## src/logic/rmx_params.svh

```systemverilog
// Purpose: offsets, reserved mask, field codes and reset values for the reference mux and output regs
// Assumes: 16-bit registers addressed by index over the device's own register port
// Notes:   definitions only
`ifndef RMX_PARAMS_SVH
`define RMX_PARAMS_SVH
`define RMX_ADDR_W          8
`define RMX_OFS_REF_CTRL    8'h04
`define RMX_OFS_OUT01_CTRL  8'h05
`define RMX_RST_REF_CTRL    16'h0000
`define RMX_RST_OUT01_CTRL  16'h0000
`define RMX_OUT01_RSVD_MASK 16'hfe00
`define RMX_SHAPE_OFF       2'h0
`define RMX_EN_DISABLE      2'h0
`define RMX_EN_ENABLE       2'h1
`define RMX_EN_STATIC0      2'h2
`define RMX_EN_STATIC1      2'h3
`endif

```

## src/logic/rmx_pkg.sv

```systemverilog
// Purpose: types for the reference mux and output pair configuration block
// Assumes: field layouts follow the register map
// Notes:   no constants here, see rmx_params.svh
package rmx_pkg;
    typedef enum logic [1:0] {RMX_BUF_CML, RMX_BUF_LVDS, RMX_BUF_LVCMOS, RMX_BUF_XTAL} rmx_buf_t;
    typedef enum logic [1:0] {RMX_DRV_LVDS, RMX_DRV_CML, RMX_DRV_PECL} rmx_drv_t;

    typedef struct packed {
        logic [1:0] refmux_shaping_select;
        logic       refmux_auto_manual;
        logic       refmux_source_choice;
        logic [3:0] primary_input_divider;
        logic [1:0] secondary_buffer_type;
        logic       secondary_input_enable;
        logic [1:0] primary_buffer_type;
        logic       primary_input_enable;
        logic       secondary_supply_level;
        logic       primary_supply_level;
    } rmx_ref_ctrl_t;

    typedef struct packed {
        logic [6:0] reserved;
        logic [1:0] out1_driver_type;
        logic [1:0] out1_enable_mode;
        logic [1:0] out0_driver_type;
        logic [1:0] out0_enable_mode;
        logic       out01_supply_level;
    } rmx_out01_ctrl_t;

    typedef struct packed {
        logic       clock_delay_en;
        logic       clock_reshape_en;
        logic       manual_mode;
        logic       use_secondary;
        logic [4:0] divide_ratio;
        rmx_buf_t   secondary_buffer;
        logic       secondary_on;
        rmx_buf_t   primary_buffer;
        logic       primary_on;
        logic       secondary_high_supply;
        logic       primary_high_supply;
    } rmx_ref_cfg_t;

    typedef struct packed {
        logic     driving;
        logic     static_level;
        logic     static_hold;
        rmx_drv_t driver;
    } rmx_chan_cfg_t;
endpackage : rmx_pkg

```

## src/logic/rmx_chan_decode.sv

```systemverilog
// Purpose: decode one output channel's driver type and enable mode
// Assumes: fields come straight from the output pair control register
// Notes:   purely combinational
`timescale 1ns/1ps
`include "rmx_params.svh"
module rmx_chan_decode (
    // register fields
    input  wire logic [1:0]           driver_type,
    input  wire logic [1:0]           enable_mode,
    input  wire logic                 held,
    // decoded channel
    output rmx_pkg::rmx_chan_cfg_t    chan
);
    wire rmx_pkg::rmx_drv_t drv_sel = (driver_type == 2'h3) ? rmx_pkg::RMX_DRV_PECL :
                                      (driver_type == 2'h2) ? rmx_pkg::RMX_DRV_CML :
                                                              rmx_pkg::RMX_DRV_LVDS;
    wire drv_on  = !held && (enable_mode == `RMX_EN_ENABLE);
    wire st_hold = !held && (enable_mode == `RMX_EN_STATIC0 || enable_mode == `RMX_EN_STATIC1);
    assign chan.driving      = drv_on;
    assign chan.static_hold  = st_hold;
    assign chan.static_level = st_hold && (enable_mode == `RMX_EN_STATIC1);
    assign chan.driver       = drv_sel;
endmodule : rmx_chan_decode

```

## src/logic/rmx_config_regs.sv

```systemverilog
// Purpose: reference input and output pair 0/1 configuration registers
// Assumes: register port strobes are synchronous to clk, one access per strobe
// Notes:   reads are registered, data valid one cycle after the read strobe
`timescale 1ns/1ps
`include "rmx_params.svh"
module rmx_config_regs (
    // clock and reset
    input  wire logic                   clk,
    input  wire logic                   nrst,
    // register port
    input  wire logic                   reg_wr,
    input  wire logic                   reg_rd,
    input  wire logic [`RMX_ADDR_W-1:0] reg_addr,
    input  wire logic [15:0]            reg_wdata,
    output logic      [15:0]            reg_rdata,
    output logic                        reg_rvalid,
    // device state
    input  wire logic                   pin_mode,
    input  wire logic                   ref_select_pin,
    input  wire logic                   device_run_control,
    // decoded configuration
    output rmx_pkg::rmx_ref_cfg_t       ref_cfg,
    output rmx_pkg::rmx_chan_cfg_t      out0_cfg,
    output rmx_pkg::rmx_chan_cfg_t      out1_cfg,
    output logic                        out01_high_supply,
    output logic                        device_held
);
    rmx_pkg::rmx_ref_ctrl_t   ref_q,   ref_d;
    rmx_pkg::rmx_out01_ctrl_t out_q,   out_d;
    logic [15:0]              rdata_q, rdata_d;
    logic                     rvalid_q;

    function automatic rmx_pkg::rmx_buf_t buf_decode(input logic [1:0] code, input logic xtal_ok);
        rmx_pkg::rmx_buf_t b;
        b = rmx_pkg::rmx_buf_t'(code);
        if (code == 2'h3 && !xtal_ok) begin
            b = rmx_pkg::RMX_BUF_LVCMOS;
        end
        return b;
    endfunction : buf_decode

    wire sel_ref = (reg_addr == `RMX_OFS_REF_CTRL);
    wire sel_out = (reg_addr == `RMX_OFS_OUT01_CTRL);
    wire wr_ref  = reg_wr && sel_ref;
    wire wr_out  = reg_wr && sel_out;

    assign ref_d   = wr_ref ? rmx_pkg::rmx_ref_ctrl_t'(reg_wdata) : ref_q;
    assign out_d   = wr_out ? rmx_pkg::rmx_out01_ctrl_t'(reg_wdata) : out_q;
    assign rdata_d = !reg_rd ? rdata_q :
                     sel_ref ? 16'(ref_q) :
                     sel_out ? 16'(out_q) : 16'h0000;

    always_ff @(posedge clk) begin
        if (!nrst) begin
            ref_q    <= `RMX_RST_REF_CTRL;
            out_q    <= `RMX_RST_OUT01_CTRL;
            rdata_q  <= 16'h0000;
            rvalid_q <= 1'b0;
        end else begin
            ref_q    <= ref_d;
            out_q    <= out_d;
            rdata_q  <= rdata_d;
            rvalid_q <= reg_rd;
        end
    end

    assign reg_rdata  = rdata_q;
    assign reg_rvalid = rvalid_q;

    assign device_held = !device_run_control;

    wire [1:0] shape = pin_mode ? `RMX_SHAPE_OFF : ref_q.refmux_shaping_select;
    assign ref_cfg.clock_delay_en   = !device_held && shape[0];
    assign ref_cfg.clock_reshape_en = !device_held && shape[1];
    assign ref_cfg.manual_mode      = ref_q.refmux_auto_manual;
    assign ref_cfg.use_secondary    = ref_q.refmux_auto_manual && ref_q.refmux_source_choice
                                      && ref_select_pin;
    assign ref_cfg.divide_ratio     = {1'b0, ref_q.primary_input_divider} + 5'h01;
    assign ref_cfg.secondary_buffer = buf_decode(ref_q.secondary_buffer_type, 1'b1);
    assign ref_cfg.secondary_on     = !device_held && ref_q.secondary_input_enable;
    assign ref_cfg.primary_buffer   = buf_decode(ref_q.primary_buffer_type, 1'b0);
    assign ref_cfg.primary_on       = !device_held && ref_q.primary_input_enable;
    assign ref_cfg.secondary_high_supply = ref_q.secondary_supply_level;
    assign ref_cfg.primary_high_supply   = ref_q.primary_supply_level;
    assign out01_high_supply = out_q.out01_supply_level;

    rmx_chan_decode u_ch0 (
        .driver_type (out_q.out0_driver_type),
        .enable_mode (out_q.out0_enable_mode),
        .held        (device_held),
        .chan        (out0_cfg)
    );
    rmx_chan_decode u_ch1 (
        .driver_type (out_q.out1_driver_type),
        .enable_mode (out_q.out1_enable_mode),
        .held        (device_held),
        .chan        (out1_cfg)
    );

    chk_reg_readback: assert property (@(posedge clk) disable iff (!nrst)
        nrst && wr_ref ##1 !reg_wr ##1 reg_rd && sel_ref && !reg_wr
        |=> reg_rdata == $past(reg_wdata, 3))
        else $error("readback mismatch");
    chk_reg_hold: assert property (@(posedge clk) disable iff (!nrst)
        nrst && !wr_out |=> out_q == $past(out_q))
        else $error("register changed without write");
    chk_pin_shape: assert property (@(posedge clk) disable iff (!nrst)
        pin_mode |-> !ref_cfg.clock_delay_en && !ref_cfg.clock_reshape_en)
        else $error("shaping active in pin mode");
    chk_auto_primary: assert property (@(posedge clk) disable iff (!nrst)
        !ref_q.refmux_auto_manual |-> !ref_cfg.use_secondary)
        else $error("secondary chosen in auto");
    chk_pin_gate: assert property (@(posedge clk) disable iff (!nrst)
        ref_cfg.use_secondary |-> ref_select_pin && ref_q.refmux_source_choice)
        else $error("secondary without pin");
    chk_div_ratio: assert property (@(posedge clk) disable iff (!nrst)
        nrst && wr_ref |=> ref_cfg.divide_ratio == {1'b0, $past(reg_wdata[11:8])} + 5'h01)
        else $error("divider ratio wrong");
    chk_static_lvl: assert property (@(posedge clk) disable iff (!nrst)
        wr_out && device_run_control && reg_wdata[2:1] == 2'h3 ##1 device_run_control
        |-> out0_cfg.static_hold && out0_cfg.static_level && !out0_cfg.driving)
        else $error("static level wrong");
    chk_held_off: assert property (@(posedge clk) disable iff (!nrst)
        device_held |-> !out0_cfg.driving && !out1_cfg.driving && !ref_cfg.primary_on)
        else $error("active while held");
    chk_drv_pecl: assert property (@(posedge clk) disable iff (!nrst)
        wr_out && reg_wdata[8:7] == 2'h3 |=> out1_cfg.driver == rmx_pkg::RMX_DRV_PECL)
        else $error("driver decode wrong");
    chk_rvalid_next: assert property (@(posedge clk) disable iff (!nrst)
        nrst && reg_rd |=> reg_rvalid)
        else $error("read not answered");
    chk_rvalid_pulse: assert property (@(posedge clk) disable iff (!nrst)
        !reg_rd |=> !reg_rvalid)
        else $error("answer without read");
    chk_unmapped_zero: assert property (@(posedge clk) disable iff (!nrst)
        nrst && reg_rd && !sel_ref && !sel_out |=> reg_rdata == 16'h0000)
        else $error("unmapped read not zero");
    chk_unmapped_keep: assert property (@(posedge clk) disable iff (!nrst)
        nrst && reg_wr && !sel_ref && !sel_out
        |=> ref_q == $past(ref_q) && out_q == $past(out_q))
        else $error("unmapped write stored");
    chk_shape_delay: assert property (@(posedge clk) disable iff (!nrst)
        !pin_mode && !device_held && ref_q.refmux_shaping_select == 2'h1
        |-> ref_cfg.clock_delay_en && !ref_cfg.clock_reshape_en)
        else $error("delay only code wrong");
    chk_shape_reshape: assert property (@(posedge clk) disable iff (!nrst)
        !pin_mode && !device_held && ref_q.refmux_shaping_select == 2'h2
        |-> !ref_cfg.clock_delay_en && ref_cfg.clock_reshape_en)
        else $error("reshape only code wrong");
    chk_sec_xtal: assert property (@(posedge clk) disable iff (!nrst)
        ref_q.secondary_buffer_type == 2'h3
        |-> ref_cfg.secondary_buffer == rmx_pkg::RMX_BUF_XTAL)
        else $error("secondary crystal decode wrong");
    chk_pri_lvcmos: assert property (@(posedge clk) disable iff (!nrst)
        ref_q.primary_buffer_type == 2'h3
        |-> ref_cfg.primary_buffer == rmx_pkg::RMX_BUF_LVCMOS)
        else $error("primary buffer decode wrong");
    chk_out_supply: assert property (@(posedge clk) disable iff (!nrst)
        nrst && wr_out |=> out01_high_supply == $past(reg_wdata[0]))
        else $error("output supply wrong");
    chk_in_supply: assert property (@(posedge clk) disable iff (!nrst)
        nrst && wr_ref |=> ref_cfg.secondary_high_supply == $past(reg_wdata[1])
        && ref_cfg.primary_high_supply == $past(reg_wdata[0]))
        else $error("input supply wrong");
    chk_mode_bit: assert property (@(posedge clk) disable iff (!nrst)
        nrst && wr_ref |=> ref_cfg.manual_mode == $past(reg_wdata[13]))
        else $error("mode bit wrong");
    chk_static_zero: assert property (@(posedge clk) disable iff (!nrst)
        wr_out && device_run_control && reg_wdata[6:5] == 2'h2 ##1 device_run_control
        |-> out1_cfg.static_hold && !out1_cfg.static_level && !out1_cfg.driving)
        else $error("static zero wrong");

    cov_manual_sec: cover property (@(posedge clk) ref_cfg.use_secondary);
    cov_both_shape: cover property (@(posedge clk)
        ref_cfg.clock_delay_en && ref_cfg.clock_reshape_en);
    cov_held: cover property (@(posedge clk) device_held ##1 !device_held);
    cov_pin_forced: cover property (@(posedge clk)
        pin_mode && ref_q.refmux_shaping_select != 2'h0);
    cov_unmapped_rd: cover property (@(posedge clk) reg_rd && !sel_ref && !sel_out);
endmodule : rmx_config_regs

```

## config.mk

```make
export PLATFORM = sky130hd
export DESIGN_NAME = rmx_config_regs
export DESIGN_NICKNAME = d
export VERILOG_FILES = /design/src/logic/rmx_pkg.sv /design/src/logic/rmx_chan_decode.sv /design/src/logic/rmx_config_regs.sv
export VERILOG_INCLUDE_DIRS = /design/src /design/src/logic
export SDC_FILE = /design/constraint.sdc
export NUM_CORES = 1
export LEC_CHECK = 0
export BUFFER_PORTS_ARGS = -buffer_cell sky130_fd_sc_hd__buf_2
export CAP_MARGIN = 20
export CELL_PAD_IN_SITES_DETAIL_PLACEMENT = 1
export CELL_PAD_IN_SITES_GLOBAL_PLACEMENT = 1
export CORE_MARGIN = 2
export CORE_UTILIZATION = 34
export DETAILED_ROUTE_END_ITERATION = 10
export HOLD_SLACK_MARGIN = 0.05
export PLACE_DENSITY_LB_ADDON = 0.1
export SETUP_SLACK_MARGIN = 0.2
export SYNTH_ARGS = -nofsm -noshare
export SYNTH_HDL_FRONTEND = slang
export SYNTH_SLANG_ARGS = --single-unit
```

## constraint.sdc

```tcl
create_clock -name clk -period 1.65 [get_ports clk]
set_clock_uncertainty 0.2 [all_clocks]
set_input_delay 0.33 -clock clk [delete_from_list [all_inputs] [get_ports clk]]
set_output_delay 0.33 -clock clk [all_outputs]
set_load 0.005 [all_outputs]
```

==> flow_summary.yaml <==
setup_path:
  critPathLaunchType: "flip-flop"
  critPathCaptureType: "primary output"
  r2r_end: "reg_rdata[14]"
  crit_fanout: 3
  reg2reg_depth: 5
  path_class: "reg2out"
  ff2ff_setup_slack_ps: 330
  worstPathRequired_ps: 1120
  arrival_ps: 1140
  r2r-start: "ref_q[14]"
clock_tree:
  clock_sinks: 49
  root_buffer: "clkbuf_8"
  clock_latency_ps: 310
  clk_pin_slew_ps: 100
  cts_tree: "built"
  numCtsBuffers: 5
  cts_max_level: 2
  ctsLongestPathBuffers: 2
timing:
  hold_viol: 0
  setup_viol: 3
  fin_ws_ps: -24.00
  worst_pin_slew_ps: 261.8
  slew_headroom_pct: 82.55
  final_max_slew_viol_count: 0
  period_minus_slack_ps: 1674
  fin_crit_sh_pct: 101.5
  clock.fmax_ghz: 0.5974
  rsz0062_at_grt: "true"
synth:
  synth_cell_types: 26
  synth.top_cell.area_share_pct: 41.55
  netlist_top_cells_area: "dfxtp_1 42%, mux2i_1 14%, nand2_1 7.9%, mux2_2 7.6%, a21boi_0 5.1%"
  synth_nets: 282
  synth_top_cell_by_area: "dfxtp_1"
  synth-warning-count: 0
  syn_area_um2: 2361
  ys_ff_latch: 49
  synth_cells: 250
  avgSynthCellArea_um2: 9.444
  synth_seq_area_share_pct: 41.55
power_and_ir_drop:
  seqPwrFrac_pct: 53.0
  power.leakage_uw: 0.001628
  clockPowerShare_pct: 39.4
  p_switching_uw: 513.4
  swShare_pct: 23.08
  p_per_area_nw_per_um2: 687.3
  irDropWorstVdd_mv: 0.3194
  internal-power_uw: 1711
  comb_power_share_pct: 7.5
floorplanning:
  die_x_um: 87.33
  die_height_um: 87.33
  rows: 30
  ios: 77
  start_util_pct: 34.94
  dieArea_um2: 7627
  core_area_um2: 6756
grt:
  antenna_found_initial: 0
  grt_usage_pct: 16.28
  overflow: 0
  grt_pass1_vias: 1954
  grt_max_degree: 66
  grt_pass1_wl_um: 9570
finish:
  area_delta_synth_final_pct: 37.10
  multiInputGateArea_um2: 1299
  nets: 363
  regArea_um2: 1012
  fillers: 797
  drive_gt1_share_pct: 48.49
  fin_area_um2: 3237
  num_antenna_cells: 0
  post-route-util_pct: 47.91
drt:
  viasPerCell: 4.789
  ant_nets: 0
  vias: 1973
  drt_iter0_markers: 68
  route.detailed.drc: 0
  drt-pass1-iter-count: 4
  drt_wl_total_um: 6111
  wl_per_cell_um: 14.83
flow_run:
  maxCapViolCount: 0
status:
  run_status: "finished with violations"
  violations: "negative setup slack"
placed_design:
  dp_hpwl_um: 4184
  pre_cts_ws_ps: 1.472
  gp_congestion: 0.7247
  postPlaceCellArea_um2: 2848
  port_buffers: 76
min_path:
  hold_path_class: "in2reg"
  min_from: "reg_wdata[11]"
  hold_end: "ref_q[11]"
  whs_path_depth: 3
## metrics by stage
stage          hold WS (ps)  total power, uW  TNS (ps)  cells
3_5_place_dp          258.2             1379         0    388
4_1_cts               76.44             2263    -58.41    410
5_1_grt               94.52             2319    -209.9    412
6_report              82.04             2225    -48.84    412
2_1_floorplan         234.7             1292    -738.5    250
3_3_place_gp          242.7             1378         0    388
## worst max path at each step
stage                start          end  slack, ps  depth (start not counted)
4_1_cts           ref_q[8]  ref_cfg[11]        -20                          4
2_1_floorplan  reg_addr[6]   ref_cfg[0]        -40                          5
3_5_place_dp   reg_addr[6]    out_q[14]          1                          6
3_3_place_gp   reg_addr[6]    out_q[12]         20                          6
5_1_grt           ref_q[9]  ref_cfg[10]        -80                          3
6_report          ref_q[8]  ref_cfg[11]        -20                          4
## cell usage after synthesis (all sizes together)
library cell and number:
nor4 1, xnor2 1, nand2b 16, mux2i 32, nor2b 3, ha 1, mux2 16, and3 4
clkbuf 11, nor2 2, nand4b 1, nand4 17, buf 16, dfxtp 49, inv 2, nand3 1
xor2 1, and2 7, nor3b 3, a21boi 16, nand2 50
## layout by cell type, fill, tap and decap left out
cell type and instances:
dfxtp_2 16, mux2i_1 32, ha_4 1, nor2b_4 2, inv_1 2, clkinvlp_4 1, nor2_1 2, nor4_4 1
mux2_2 16, nand4b_1 1, and3_4 3, nor2b_1 1, and2_1 3, nand4_1 16, clkbuf_8 5, buf_6 8
nor3b_4 1, a21boi_0 16, and2_4 4, and3_1 1, nand4_4 1, clkinv_4 1, nor3b_2 2, nand3_2 1
buf_4 17, xor2_1 1, nand2b_1 16, buf_2 69, nand2_1 50, dfxtp_1 30, xnor2_2 1, bufinv_16 1
dfxtp_4 3, buf_12 7
## logic make-up (layout without fill, tap and decap cells)
logic type	after synthesis	count (layout)	share of synthesized area (%)
simple gates	105	105	24.01
flops	49	49	41.55
mux	48	48	21.20
buf+inv	29	111	6.889
compound gates	16	16	5.088
xor+xnor	2	2	0.7421
fa+ha+maj	1	1	0.5299
## sequential cells by signal, summed over array words and instances, names as in the netlist
| signal | flops |
|---|---|
| reg_rdata | 16 |
| out_q | 15 |
| ref_q | 11 |
| ref_cfg | 5 |
| out01_high_supply | 1 |
| reg_rvalid | 1 |
## metal layers
layer	GRT usage (%)	vias to the layer above	part of all wire [%]
met4	5.035	0	1.1
met2	26.52	48	48
met3	3.412	4	4.2
li1	-	997	-
met5	0	-	0
met1	21.54	924	47
## critical path, stage by stage (launching register included)
cell	delay (ps)
dfxtp_4	400
buf_6	120
nand3_2	70
xnor2_2	130
buf_2	130
## timing repair
action | 4_1_cts | 5_1_grt
resized for setup | 34 | 13
endpoints found under the setup margin | 19 | 20
buffers inserted | 14 | 2
hold buffers | 0 | 0
pin swaps | 3 | 2
## power groups by stage
stage                     Sequential [uW]  Combinational [uW]  Clock [uW]
final                                1180                 168         878
after global routing                 1180                 184         954
after CTS                            1180                 169         913
after detailed placement             1210                 166           0
after global placement               1210                 166           0
after floorplan                      1210                79.5           0
## cell type report
class	count	area share, %
clock buffer	5	2.126
clock inverter	3	1.430
inverter	2	0.2319
multi-input combinational	172	40.12
sequential	49	31.27
tap	80	3.092
timing repair buffer	101	21.72
Note: power is estimated with default switching activity, not from simulation.
